File: config.mk
export PLATFORM = sky130hd
export DESIGN_NAME = wex_waveform_ext
export DESIGN_NICKNAME = d
export VERILOG_FILES = /design/src/verilog/wex_pkg.sv /design/src/verilog/wex_waveform_ext.sv
export SDC_FILE = /design/constraint.sdc
export NUM_CORES = 1
export LEC_CHECK = 0
export BUFFER_PORTS_ARGS = -buffer_cell sky130_fd_sc_hd__buf_2
export CORE_MARGIN = 5
export CORE_UTILIZATION = 51
export DETAILED_ROUTE_END_ITERATION = 8
export PLACE_DENSITY_LB_ADDON = 0.25
export SYNTH_ARGS = -nofsm -noshare
export SYNTH_HDL_FRONTEND = slang
export SYNTH_SLANG_ARGS = --single-unit
export TNS_END_PERCENT = 10
File: constraint.sdc
create_clock -name sys_clk -period 4.7 [get_ports sys_clk]
set_input_delay 0.94 -clock sys_clk [delete_from_list [all_inputs] [get_ports sys_clk]]
set_output_delay 0.94 -clock sys_clk [all_outputs]
set_load 0.005 [all_outputs]
File: src/verilog/wex_pkg.sv
`default_nettype none
package wex_pkg;
	// register indices; byte address is four times the index
	localparam logic [3:0] IDX_WAVE_CTRL = 4'h0;
	localparam logic [3:0] IDX_FAULT_MASK = 4'h2;
	localparam logic [3:0] IDX_FAULT_CTRL = 4'h3;
	localparam logic [3:0] IDX_STATUS = 4'h4;
	localparam logic [3:0] IDX_DT_BOTH = 4'h6;
	localparam logic [3:0] IDX_DT_BOTH_BUF = 4'h7;
	localparam logic [3:0] IDX_DT_LOW = 4'h8;
	localparam logic [3:0] IDX_DT_HIGH = 4'h9;
	localparam logic [3:0] IDX_DT_LOW_BUF = 4'ha;
	localparam logic [3:0] IDX_DT_HIGH_BUF = 4'hb;
	localparam logic [3:0] IDX_OVERRIDE = 4'hc;
	localparam int ADDR_LSB = 2;

	// status register bit positions
	localparam int ST_LOW_VALID = 0;
	localparam int ST_HIGH_VALID = 1;
	localparam int ST_FAULT_FLAG = 2;

	// fault action codes
	localparam logic [1:0] ACT_NONE = 2'h0;
	localparam logic [1:0] ACT_CLEAR_OVERRIDES = 2'h1;
	localparam logic [1:0] ACT_UNDEFINED = 2'h2;
	localparam logic [1:0] ACT_CLEAR_DIRECTIONS = 2'h3;

	localparam logic [7:0] RESET_BYTE = 8'h00;
	localparam logic [1:0] RESP_OKAY = 2'h0;

	typedef struct packed {
		logic [1:0] rsvd;
		logic pattern_mode_bit;
		logic common_waveform_bit;
		logic [3:0] channel_dead_time_enables;
	} wex_ctrl_s;

	typedef struct packed {
		logic [2:0] rsvd_hi;
		logic debug_break_ignore_bit;
		logic rsvd_lo;
		logic restart_mode_bit;
		logic [1:0] fault_action_field;
	} wex_fault_ctrl_s;

	typedef struct packed {
		logic [7:0] pin_out;
		logic [7:0] pin_override;
		logic [7:0] dir_clear;
	} wex_port_s;
endpackage
`default_nettype wire

File: src/verilog/wex_waveform_ext.sv
// Functional notes
// - pattern mode bit overrides dead time; dead-time registers hold the pattern.
// - common waveform bit feeds channel A into all four generators.
// - per-channel enable puts dead-time output on that channel's pin pair.
// - masked event channels are ORed into one fault condition.
// - a detected fault sets the fault flag and performs the selected action.
// - fault flag clears only on a written one.
// - debug break counts as fault unless the ignore bit is set.
// - restart mode bit: zero latched, one cycle-by-cycle.
// - latched: leave fault at update once fault gone and flag cleared.
// - cycle-by-cycle: leave fault at first update once fault gone.
// - action 00 none, 01 clears overrides, 11 clears dead-time pin directions.
// - buffer write sets valid; update copies valid buffer to working register.
// - buffer copy suppressed while timer lock update flag is set.
// - combined location writes both working dead-time registers at once.
// - combined buffer location writes both buffers at once.
// - working dead-time registers hold eight-bit clock-cycle counts.
// - override register writes ignored while fault flag is set.
// - override bits override pin outputs one-to-one, never directions.
// - upper five status bits read zero.
// - per-channel counter reloads on edges, counts down, blanks outputs.
// - fault action takes effect within two clocks of the event.
// - pattern mode drives overridden pins from channel A waveform.
// - protection lock blocks writes to waveform control, override and mask; fault control stays writable.
//
// The AXI4-Lite interface to the registers is this design's own decision.
`default_nettype none
module wex_waveform_ext
	import wex_pkg::*;
#(
	parameter int ADDR_W = 6,
	parameter int CHANNELS = 4,
	parameter int EVENT_CHANNELS = 8
) (
	// clock and reset
	input wire logic sys_clk,
	input wire logic rst,
	// axi4-lite write address and data
	input wire logic [ADDR_W-1:0] s_axi_awaddr,
	input wire logic [2:0] s_axi_awprot,
	input wire logic s_axi_awvalid,
	output logic s_axi_awready,
	input wire logic [31:0] s_axi_wdata,
	input wire logic [3:0] s_axi_wstrb,
	input wire logic s_axi_wvalid,
	output logic s_axi_wready,
	// axi4-lite write response
	output logic [1:0] s_axi_bresp,
	output logic s_axi_bvalid,
	input wire logic s_axi_bready,
	// axi4-lite read
	input wire logic [ADDR_W-1:0] s_axi_araddr,
	input wire logic [2:0] s_axi_arprot,
	input wire logic s_axi_arvalid,
	output logic s_axi_arready,
	output logic [31:0] s_axi_rdata,
	output logic [1:0] s_axi_rresp,
	output logic s_axi_rvalid,
	input wire logic s_axi_rready,
	// timer side
	input wire logic [CHANNELS-1:0] waveform_generator_output,
	input wire logic timer_update,
	input wire logic timer_lock_update_flag,
	// event system, debugger and protection lock
	input wire logic [EVENT_CHANNELS-1:0] fault_events,
	input wire logic on_chip_debugger_break,
	input wire logic protection_lock,
	// port side
	output wex_port_s port_ctl,
	output logic fault_state
);
	// ============================================================
	// register state
	wex_ctrl_s ctrl, next_ctrl;
	wex_fault_ctrl_s fctrl, next_fctrl;
	logic [7:0] fault_event_mask_bits, next_fault_event_mask_bits;
	logic [7:0] dt_low, next_dt_low;
	logic [7:0] dt_high, next_dt_high;
	logic [7:0] dt_low_buf, next_dt_low_buf;
	logic [7:0] dt_high_buf, next_dt_high_buf;
	logic [7:0] per_pin_override_enable, next_per_pin_override_enable;
	logic low_side_buffer_valid, next_low_side_buffer_valid;
	logic high_side_buffer_valid, next_high_side_buffer_valid;
	logic fault_detect_flag, next_fault_detect_flag;
	logic fault_held, next_fault_held;
	logic restore_pending, next_restore_pending;

	// ============================================================
	// bus slave state
	logic aw_full, next_aw_full;
	logic w_full, next_w_full;
	logic [3:0] aw_idx, next_aw_idx;
	logic [7:0] w_byte, next_w_byte;
	logic w_lane0, next_w_lane0;
	logic bvalid, next_bvalid;
	logic rvalid, next_rvalid;
	logic [31:0] rdata, next_rdata;

	logic do_write;
	logic [7:0] status_byte;
	logic [7:0] read_byte;
	logic [3:0] ar_idx;

	assign s_axi_awready = !aw_full && !bvalid;
	assign s_axi_wready = !w_full && !bvalid;
	assign s_axi_bvalid = bvalid;
	assign s_axi_bresp = RESP_OKAY;
	assign s_axi_arready = !rvalid;
	assign s_axi_rvalid = rvalid;
	assign s_axi_rdata = rdata;
	assign s_axi_rresp = RESP_OKAY;
	assign do_write = aw_full && w_full && !bvalid;
	assign ar_idx = s_axi_araddr[ADDR_LSB+3:ADDR_LSB];

	assign status_byte = {5'h00, fault_detect_flag, high_side_buffer_valid,
		low_side_buffer_valid};

	// ============================================================
	// fault detection
	logic fault_enabled;
	logic event_hit;
	logic fault_now;
	logic fault_active;
	logic update_ok;
	logic release_ok;

	// codes 00 and 10 both leave protection off
	assign fault_enabled = fctrl.fault_action_field[0];
	assign event_hit = |(fault_events & fault_event_mask_bits);
	assign fault_now = fault_enabled && (event_hit ||
		(on_chip_debugger_break && !fctrl.debug_break_ignore_bit));
	// the action acts in the event's own cycle, well inside two clocks
	assign fault_active = fault_now || fault_held;
	assign fault_state = fault_active;
	assign update_ok = timer_update && !timer_lock_update_flag;
	// the update at which a held fault ends, so restore lands on the same one
	assign release_ok = update_ok && !fault_now &&
		(!fault_held || fctrl.restart_mode_bit || !fault_detect_flag);

	// ============================================================
	// bus slave and register file
	always_comb begin
		case (ar_idx)
			IDX_WAVE_CTRL: read_byte = ctrl;
			IDX_FAULT_MASK: read_byte = fault_event_mask_bits;
			IDX_FAULT_CTRL: read_byte = fctrl;
			IDX_STATUS: read_byte = status_byte;
			IDX_DT_LOW: read_byte = dt_low;
			IDX_DT_HIGH: read_byte = dt_high;
			IDX_DT_LOW_BUF: read_byte = dt_low_buf;
			IDX_DT_HIGH_BUF: read_byte = dt_high_buf;
			IDX_OVERRIDE: read_byte = per_pin_override_enable;
			default: read_byte = RESET_BYTE;
		endcase
	end

	always_comb begin
		next_aw_full = aw_full;
		next_w_full = w_full;
		next_aw_idx = aw_idx;
		next_w_byte = w_byte;
		next_w_lane0 = w_lane0;
		next_bvalid = bvalid;
		next_rvalid = rvalid;
		next_rdata = rdata;
		next_ctrl = ctrl;
		next_fctrl = fctrl;
		next_fault_event_mask_bits = fault_event_mask_bits;
		next_dt_low = dt_low;
		next_dt_high = dt_high;
		next_dt_low_buf = dt_low_buf;
		next_dt_high_buf = dt_high_buf;
		next_per_pin_override_enable = per_pin_override_enable;
		next_low_side_buffer_valid = low_side_buffer_valid;
		next_high_side_buffer_valid = high_side_buffer_valid;
		next_fault_detect_flag = fault_detect_flag;
		next_fault_held = fault_held;
		next_restore_pending = restore_pending;

		if (s_axi_awvalid && s_axi_awready) begin
			next_aw_full = 1'b1;
			next_aw_idx = s_axi_awaddr[ADDR_LSB+3:ADDR_LSB];
		end
		if (s_axi_wvalid && s_axi_wready) begin
			next_w_full = 1'b1;
			next_w_byte = s_axi_wdata[7:0];
			next_w_lane0 = s_axi_wstrb[0];
		end
		if (bvalid && s_axi_bready) begin
			next_bvalid = 1'b0;
		end
		if (rvalid && s_axi_rready) begin
			next_rvalid = 1'b0;
		end
		if (s_axi_arvalid && !rvalid) begin
			next_rvalid = 1'b1;
			next_rdata = {24'h00_0000, read_byte};
		end

		// buffer copy at the timer update
		if (update_ok) begin
			if (low_side_buffer_valid) begin
				next_dt_low = dt_low_buf;
				next_low_side_buffer_valid = 1'b0;
			end
			if (high_side_buffer_valid) begin
				next_dt_high = dt_high_buf;
				next_high_side_buffer_valid = 1'b0;
			end
		end

		// overrides come back at the update that ends the fault
		if (restore_pending && release_ok) begin
			next_restore_pending = 1'b0;
			if (ctrl.pattern_mode_bit) begin
				next_per_pin_override_enable = dt_low_buf;
			end else begin
				for (int c = 0; c < CHANNELS; c++) begin
					next_per_pin_override_enable[2*c] =
						ctrl.channel_dead_time_enables[c];
					next_per_pin_override_enable[2*c+1] =
						ctrl.channel_dead_time_enables[c];
				end
			end
		end

		if (do_write) begin
			next_aw_full = 1'b0;
			next_w_full = 1'b0;
			next_bvalid = 1'b1;
			if (w_lane0) begin
				case (aw_idx)
					IDX_WAVE_CTRL: begin
						if (!protection_lock) begin
							next_ctrl = w_byte;
							next_ctrl.rsvd = 2'h0;
						end
					end
					IDX_FAULT_MASK: begin
						if (!protection_lock) begin
							next_fault_event_mask_bits = w_byte;
						end
					end
					IDX_FAULT_CTRL: begin
						next_fctrl = w_byte;
						next_fctrl.rsvd_hi = 3'h0;
						next_fctrl.rsvd_lo = 1'b0;
					end
					IDX_STATUS: begin
						if (w_byte[ST_FAULT_FLAG]) begin
							next_fault_detect_flag = 1'b0;
						end
					end
					IDX_DT_BOTH: begin
						next_dt_low = w_byte;
						next_dt_high = w_byte;
					end
					IDX_DT_BOTH_BUF: begin
						next_dt_low_buf = w_byte;
						next_dt_high_buf = w_byte;
						next_low_side_buffer_valid = 1'b1;
						next_high_side_buffer_valid = 1'b1;
					end
					IDX_DT_LOW: next_dt_low = w_byte;
					IDX_DT_HIGH: next_dt_high = w_byte;
					IDX_DT_LOW_BUF: begin
						next_dt_low_buf = w_byte;
						next_low_side_buffer_valid = 1'b1;
					end
					IDX_DT_HIGH_BUF: begin
						next_dt_high_buf = w_byte;
						next_high_side_buffer_valid = 1'b1;
					end
					IDX_OVERRIDE: begin
						if (!protection_lock && !fault_detect_flag) begin
							next_per_pin_override_enable = w_byte;
						end
					end
					default: begin
					end
				endcase
			end
		end

		// fault entry and exit; a new fault beats a clear in one cycle
		if (fault_now) begin
			next_fault_detect_flag = 1'b1;
			next_fault_held = 1'b1;
			if (fctrl.fault_action_field == ACT_CLEAR_OVERRIDES) begin
				next_per_pin_override_enable = RESET_BYTE;
				next_restore_pending = 1'b1;
			end
		end else if (fault_held && update_ok) begin
			if (fctrl.restart_mode_bit) begin
				next_fault_held = 1'b0;
			end else if (!fault_detect_flag) begin
				next_fault_held = 1'b0;
			end
		end
		if (!fault_enabled) begin
			next_fault_held = 1'b0;
		end
	end

	always_ff @(posedge sys_clk or posedge rst) begin
		if (rst) begin
			aw_full <= 1'b0;
			w_full <= 1'b0;
			aw_idx <= IDX_WAVE_CTRL;
			w_byte <= RESET_BYTE;
			w_lane0 <= 1'b0;
			bvalid <= 1'b0;
			rvalid <= 1'b0;
			rdata <= 32'h0000_0000;
			ctrl <= RESET_BYTE;
			fctrl <= RESET_BYTE;
			fault_event_mask_bits <= RESET_BYTE;
			dt_low <= RESET_BYTE;
			dt_high <= RESET_BYTE;
			dt_low_buf <= RESET_BYTE;
			dt_high_buf <= RESET_BYTE;
			per_pin_override_enable <= RESET_BYTE;
			low_side_buffer_valid <= 1'b0;
			high_side_buffer_valid <= 1'b0;
			fault_detect_flag <= 1'b0;
			fault_held <= 1'b0;
			restore_pending <= 1'b0;
		end else begin
			aw_full <= next_aw_full;
			w_full <= next_w_full;
			aw_idx <= next_aw_idx;
			w_byte <= next_w_byte;
			w_lane0 <= next_w_lane0;
			bvalid <= next_bvalid;
			rvalid <= next_rvalid;
			rdata <= next_rdata;
			ctrl <= next_ctrl;
			fctrl <= next_fctrl;
			fault_event_mask_bits <= next_fault_event_mask_bits;
			dt_low <= next_dt_low;
			dt_high <= next_dt_high;
			dt_low_buf <= next_dt_low_buf;
			dt_high_buf <= next_dt_high_buf;
			per_pin_override_enable <= next_per_pin_override_enable;
			low_side_buffer_valid <= next_low_side_buffer_valid;
			high_side_buffer_valid <= next_high_side_buffer_valid;
			fault_detect_flag <= next_fault_detect_flag;
			fault_held <= next_fault_held;
			restore_pending <= next_restore_pending;
		end
	end

	// ============================================================
	// dead-time generators
	logic [CHANNELS-1:0] wave_sel;
	logic [CHANNELS-1:0] wave_prev, next_wave_prev;
	logic [7:0] dt_cnt [CHANNELS];
	logic [7:0] next_dt_cnt [CHANNELS];
	logic [CHANNELS-1:0] side_low;
	logic [CHANNELS-1:0] side_high;

	always_comb begin
		for (int c = 0; c < CHANNELS; c++) begin
			wave_sel[c] = ctrl.common_waveform_bit ?
				waveform_generator_output[0] :
				waveform_generator_output[c];
			next_wave_prev[c] = wave_sel[c];
			if (wave_sel[c] && !wave_prev[c]) begin
				next_dt_cnt[c] = dt_low;
			end else if (!wave_sel[c] && wave_prev[c]) begin
				next_dt_cnt[c] = dt_high;
			end else if (dt_cnt[c] != 8'h00) begin
				next_dt_cnt[c] = dt_cnt[c] - 8'h01;
			end else begin
				next_dt_cnt[c] = dt_cnt[c];
			end
			// with a nonzero dead time the edge cycle is already dead, so the pair does not swap at once; a zero dead time swaps it at once
			side_low[c] = wave_sel[c] && (next_dt_cnt[c] == 8'h00);
			side_high[c] = !wave_sel[c] && (next_dt_cnt[c] == 8'h00);
		end
	end

	always_ff @(posedge sys_clk or posedge rst) begin
		if (rst) begin
			wave_prev <= '0;
			for (int c = 0; c < CHANNELS; c++) begin
				dt_cnt[c] <= RESET_BYTE;
			end
		end else begin
			wave_prev <= next_wave_prev;
			for (int c = 0; c < CHANNELS; c++) begin
				dt_cnt[c] <= next_dt_cnt[c];
			end
		end
	end

	// ============================================================
	// port output mux; pins 2c and 2c+1 are channel c low and high side
	logic [7:0] next_pin_out;
	logic [7:0] pair_mask;
	logic [7:0] pin_out_q;
	logic clear_overrides;

	assign clear_overrides = fault_active &&
		(fctrl.fault_action_field == ACT_CLEAR_OVERRIDES);

	always_comb begin
		pair_mask = 8'h00;
		next_pin_out = 8'h00;
		for (int c = 0; c < CHANNELS; c++) begin
			pair_mask[2*c] = ctrl.channel_dead_time_enables[c];
			pair_mask[2*c+1] = ctrl.channel_dead_time_enables[c];
			next_pin_out[2*c] = side_low[c];
			next_pin_out[2*c+1] = side_high[c];
		end
		if (ctrl.pattern_mode_bit) begin
			next_pin_out = {8{waveform_generator_output[0]}};
		end
	end

	always_ff @(posedge sys_clk or posedge rst) begin
		if (rst) begin
			pin_out_q <= RESET_BYTE;
		end else begin
			pin_out_q <= next_pin_out;
		end
	end

	assign port_ctl.pin_out = pin_out_q;
	// pattern mode takes every overridden pin, dead time only its pairs
	assign port_ctl.pin_override = clear_overrides ? 8'h00 :
		per_pin_override_enable &
		(ctrl.pattern_mode_bit ? 8'hff : pair_mask);
	assign port_ctl.dir_clear = (fault_active &&
		fctrl.fault_action_field == ACT_CLEAR_DIRECTIONS) ?
		(ctrl.pattern_mode_bit ? dt_low_buf : pair_mask) : 8'h00;

endmodule
`default_nettype wire
# Word-level counts from Yosys, hierarchy flattened

Cells that the tools add are included.

Output and inout bits: 66
Input bits: 77
Bits in registers: 132

Add/subtract/negate cells: 4
Reductions and logical operators: 87
Equal/unequal tests: 22
Muxes and demuxes: 67
Bitwise logic cells: 3

Operators by type and width:

| operator            | count |
|---|---|
| $mux 8              | 34 |
| $pmux 8 s9          | 1 |
| $eq 4x4->1 const B  | 10 |
| $logic_and 1x1->1   | 35 |
| $logic_not 8->1     | 4 |
| $mux 1              | 32 |
| $reduce_bool 8->1   | 4 |
| $sub 8x1->8 const B | 4 |
| $logic_not 1->1     | 18 |
| $and 8x8->8         | 2 |
| $eq 4x2->1 const B  | 4 |
| $eq 4x3->1 const B  | 4 |
| $reduce_bool 2->1   | 8 |
| $reduce_and 4->1    | 3 |
| $reduce_and 3->1    | 3 |
| $logic_not 4->1     | 2 |
| $reduce_or 2->1     | 4 |
| $reduce_or 8->1     | 1 |
| $logic_or 1x1->1    | 4 |
| $ne 4x3->1 const B  | 1 |
| $ne 3x1->1 const B  | 1 |
| $eq 2x1->1 const B  | 1 |
| $eq 2x2->1 const B  | 1 |
| $reduce_and 2->1    | 1 |
| $not 1->1           | 1 |

# Logic depth before layout (Yosys ltp)

Depth after elaboration: 15
Mapped depth: 8

# Least setup slack after synthesis

OpenSTA, ideal clock, no wires.

Path type: input to output
From: input port fault_events[2]
To: output port port_ctl[10] (netlist name)
Data arrival time: 2.077 ns
Stages on the path: 6
Required time: 3.760 ns
Setup slack: 1.683 ns
Path buffers: 0
Cells stage by stage: a222oi_1 -> o2111ai_1 -> o21ai_1 -> a211oi_1 -> nor2_1 -> and2_1

RTL lines:

| element         | RTL line               | source |
|---|---|---|
| start, declared | wex_waveform_ext.sv:65 | `input wire logic [EVENT_CHANNELS-1:0] fault_events,` |
| end, declared   | wex_waveform_ext.sv:69 | `output wex_port_s port_ctl,` |

# Final worst setup path

From: input port waveform_generator_output[0]
To: register pin_out_q[2]

Longest elaborated chain between the ends: 8
Elaborated cells on any way between the ends: 9
Classes of those cells: mux: 4; reduce/logical: 5

Ends and longest elaborated chain:

| element                   | RTL line                | source |
|---|---|---|
| start, declared           | wex_waveform_ext.sv:61  | `input wire logic [CHANNELS-1:0] waveform_generator_output,` |
| $mux 1                    | wex_waveform_ext.sv:364 | `wave_sel[c] = ctrl.common_waveform_bit ?` |
| $logic_not 1->1           | wex_waveform_ext.sv:370 | `end else if (!wave_sel[c] && wave_prev[c]) begin` |
| $logic_and 1x1->1         | wex_waveform_ext.sv:370 |  |
| $mux 8                    | wex_waveform_ext.sv:370 |  |
| $mux 8                    | wex_waveform_ext.sv:368 | `if (wave_sel[c] && !wave_prev[c]) begin` |
| $logic_not 8->1           | wex_waveform_ext.sv:378 | `side_low[c] = wave_sel[c] && (next_dt_cnt[c] == 8'h00);` |
| $logic_and 1x1->1         | wex_waveform_ext.sv:378 |  |
| $mux 8 (*)                | wex_waveform_ext.sv:416 | `if (ctrl.pattern_mode_bit) begin` |
| named net next_pin_out[2] | wex_waveform_ext.sv:399 | `logic [7:0] next_pin_out;` |
| end signal, assigned      | wex_waveform_ext.sv:425 | `pin_out_q <= next_pin_out;` |
| end, declared             | wex_waveform_ext.sv:401 | `logic [7:0] pin_out_q;` |

The timed path passes the listed nets; every way through them passes the cells marked *.
A chain may end at the register's enable or synchronous reset.

==> impl_metrics.json <==
{
  "outcome": "finished, final reports clean",
  "cp_cell_sequence": "buf_2, mux2i_1, xnor2_1, a211oi_1, o21ai_1, or4_1, o41ai_1",
  "root_buffer": "clkbuf_16",
  "ys.flop_type": "dfrtp_1",
  "dr.pass1.iters": 7,
  "routed_wl_um": 20900,
  "grt_antenna_before_repair": 0,
  "cts.sinks": 132,
  "die_area_um2": 17120,
  "rsz0062_at_grt": "false",
  "max_stage_delay_ns": 0.90,
  "synth-seq-cells": 132,
  "relSlewSlack_pct": 21.86,
  "drt_iter0_drc": 550,
  "cellLeakagePower_nw": 3.921,
  "clk_path_buf_depth": 2,
  "cp.required_ns": 5.01,
  "die_w_um": 130.8,
  "synth_fa_ha_area_share_pct": 0.6720,
  "whs_ns": 0.4947,
  "grt_pass1_wl_um": 33040,
  "io_buffers": 77,
  "drc_errors": 0,
  "async_flop_share_pct": 100.0,
  "cp-start-kind": "primary input",
  "first_global_vias": 6249,
  "skew_ns": 0.01119,
  "clock_latency_ns": 0.43,
  "cp_max_fo": 14,
  "drv_cap": 0,
  "drive_gt1_share_pct": 20.28,
  "arrival_ns": 3.73,
  "fin_cells": 1027,
  "final_hold_viol_count": 0,
  "ioPinCount": 143,
  "fmax_mhz": 291.7,
  "crit_slowest_cell": "mux2i_1",
  "dp.cells": 995,
  "fin_nets": 911,
  "clk_pin_slew_ns": 0.06,
  "tightest_slew_ns": 1.140,
  "coreArea_um2": 14420,
  "yosysSeqAreaShare_pct": 44.35,
  "hpwl_um": 14830,
  "setup_tns_ns": 0,
  "synth_simple_gate_area_share_pct": 16.52,
  "viasPerCell": 6.184,
  "gp_congestion": 0.9251,
  "start_util_pct": 51.63,
  "vias": 6351,
  "ctsResizeCount": 0,
  "hold_class": "register to register",
  "synth_top_family_by_area": "compound AO/OA/AOI/OAI gates",
  "die_h_um": 130.8,
  "synth-xor-area-share_pct": 2.470,
  "cts_made_buffers": 17,
  "synth_compound_area_share_pct": 17.05,
  "synth_area_um2": 7447,
  "cts_setup_buffers": 0,
  "ys_warn_count": 0,
  "cts_tree": "yes",
  "area_delta_synth_final_pct": 13.02,
  "synth.distinct_cells": 67,
  "wl_per_cell_um": 20.35,
  "syn_avg_cell_area_um2": 9.684,
  "slew_viol_final": 0,
  "syn-instance-count": 769,
  "cts_hold_buffers": 0,
  "core.rowCount": 44,
  "synth_edf_count": 0,
  "final_common_cell": "dfrtp_1",
  "grt_max_degree": 69,
  "synth_largest_area_cell": "dfrtp_1",
  "antenna_left": 0,
  "finalPower_w": 0.005494,
  "yosysTopAreaCellShare_pct": 44.35,
  "crit_type": "primary input to register",
  "endpoint_kind": "register",
  "setup_viol": 0,
  "mostFrequentLayoutCells": "dfrtp_1, buf_2, nor2_1",
  "powerDensity_nw_per_um2": 652.8,
  "htreeDepth": 4,
  "period_needed_ns": 3.428,
  "muxShareOfSynthArea_pct": 12.47,
  "worst_ir_drop_vdd_uv": 445.7,
  "num_antenna_cells": 0,
  "post-route-period-util_pct": 72.94,
  "gr-total-overflow": 0,
  "grt.total_usage_pct": 25.20,
  "synth_area_leaders": "dfrtp_1, mux2_2, mux2i_1"
}
-- cell families after synthesis --
| logic type | after synthesis |
|---|---|
| AOI/OAI and AO/OA | 190 |
| buffers and inverters | 93 |
| and+or+nand+nor | 245 |
| adders and majority gates | 4 |
| xor gates and xnor gates | 21 |
| DFF | 132 |
| muxes | 83 |
| other | 1 |
-- power breakdown --
part	total (W)	internal (W)	leakage, nW	switching (W)
logic	0.00181	0.000874	1.97	0.000939
clock network	0.00131	0.000806	0.278	0.000505
registers	0.00237	0.00159	1.67	0.000784
-- routing by layer --
metal  track usage, %  wire [um]  up-vias
met5                0          0        -
met4            10.95        565        0
met3            5.163       1496       47
met2            40.59      10170      272
met1            33.09       8668     3152
li1                 -          -     2880
-- Yosys cell counts, types with 6 or more instances --
cell	number
dfrtp_1	132
nor2_1	70
nand2_1	64
mux2_2	45
o21ai_0	44
a21oi_1	42
mux2i_1	34
clkbuf_1	30
buf_4	29
inv_1	28
a22o_1	14
and2_1	14
xnor2_1	14
nor3_1	12
a22oi_1	10
nor2b_1	10
a41oi_1	9
and3_1	9
nand3_1	8
nor4_1	8
o22ai_1	8
or4_1	8
a31oi_1	7
o31ai_1	7
or3_1	7
xor2_1	7
nand3b_1	6
nor3b_1	6
-- final cells by class --
class                           instances  area, um^2
Sequential cell                       132        3303
Timing Repair Buffer                   80       420.4
Clock inverter                         12       131.4
Fill cell                            1256        6007
Multi-Input combinational cell        571        3767
Inverter                               28       107.6
Clock buffer                           20       456.7
Tap cell                              184       230.2
-- per-stage QoR --
step | cell area, um^2 | setup WS, ns | utilization (%)
floorplan | 7548 | 0.2340 | -
global placement | 7829 | 1.065 | 54.28
detailed placement | 7829 | 0.9036 | 54.28
CTS | 8417 | 1.300 | 58.35
global route | 8417 | 1.106 | 58.35
finish | 8417 | 1.272 | 58.35
-- registers in the layout (all words and copies together) (netlist names), 3 cells and up --
register and count:
wave_prev 4, w_byte 8, aw_idx 4, dt_high 8
dt_low 8, dt_high_buf 8, dt_cnt 32, dt_low_buf 8
per_pin_override_enable 8, ctrl 6, fault_event_mask_bits 8, s_axi_rdata 8
fctrl 3, pin_out_q 8
-- path summary, 6_finish.rpt --
path | end | depth (start not counted) | startpoint | slack, ns
min | s_axi_rdata[1] | 2 | s_axi_rdata[1] | 0.49
max in group asynchronous | per_pin_override_enable[6] | 3 | rst | 3.16
max | pin_out_q[2] | 7 | waveform_generator_output[0] | 1.27
max reg2reg | pin_out_q[2] | 6 | ctrl[4] | 1.32
min reg2reg | s_axi_rdata[1] | 2 | s_axi_rdata[1] | 0.49
min in group asynchronous | w_byte[0] | 2 | rst | 0.68
-- critical path, delay by kind of cell --
kind	cells	cell delay [ns]
multiplexers	1	0.90
AO/OA/AOI/OAI	3	0.82
AND/OR/NAND/NOR	1	0.57
XOR/XNOR	1	0.32
buffers and inverters	1	0.17
Power figures use the tool's default switching activity.
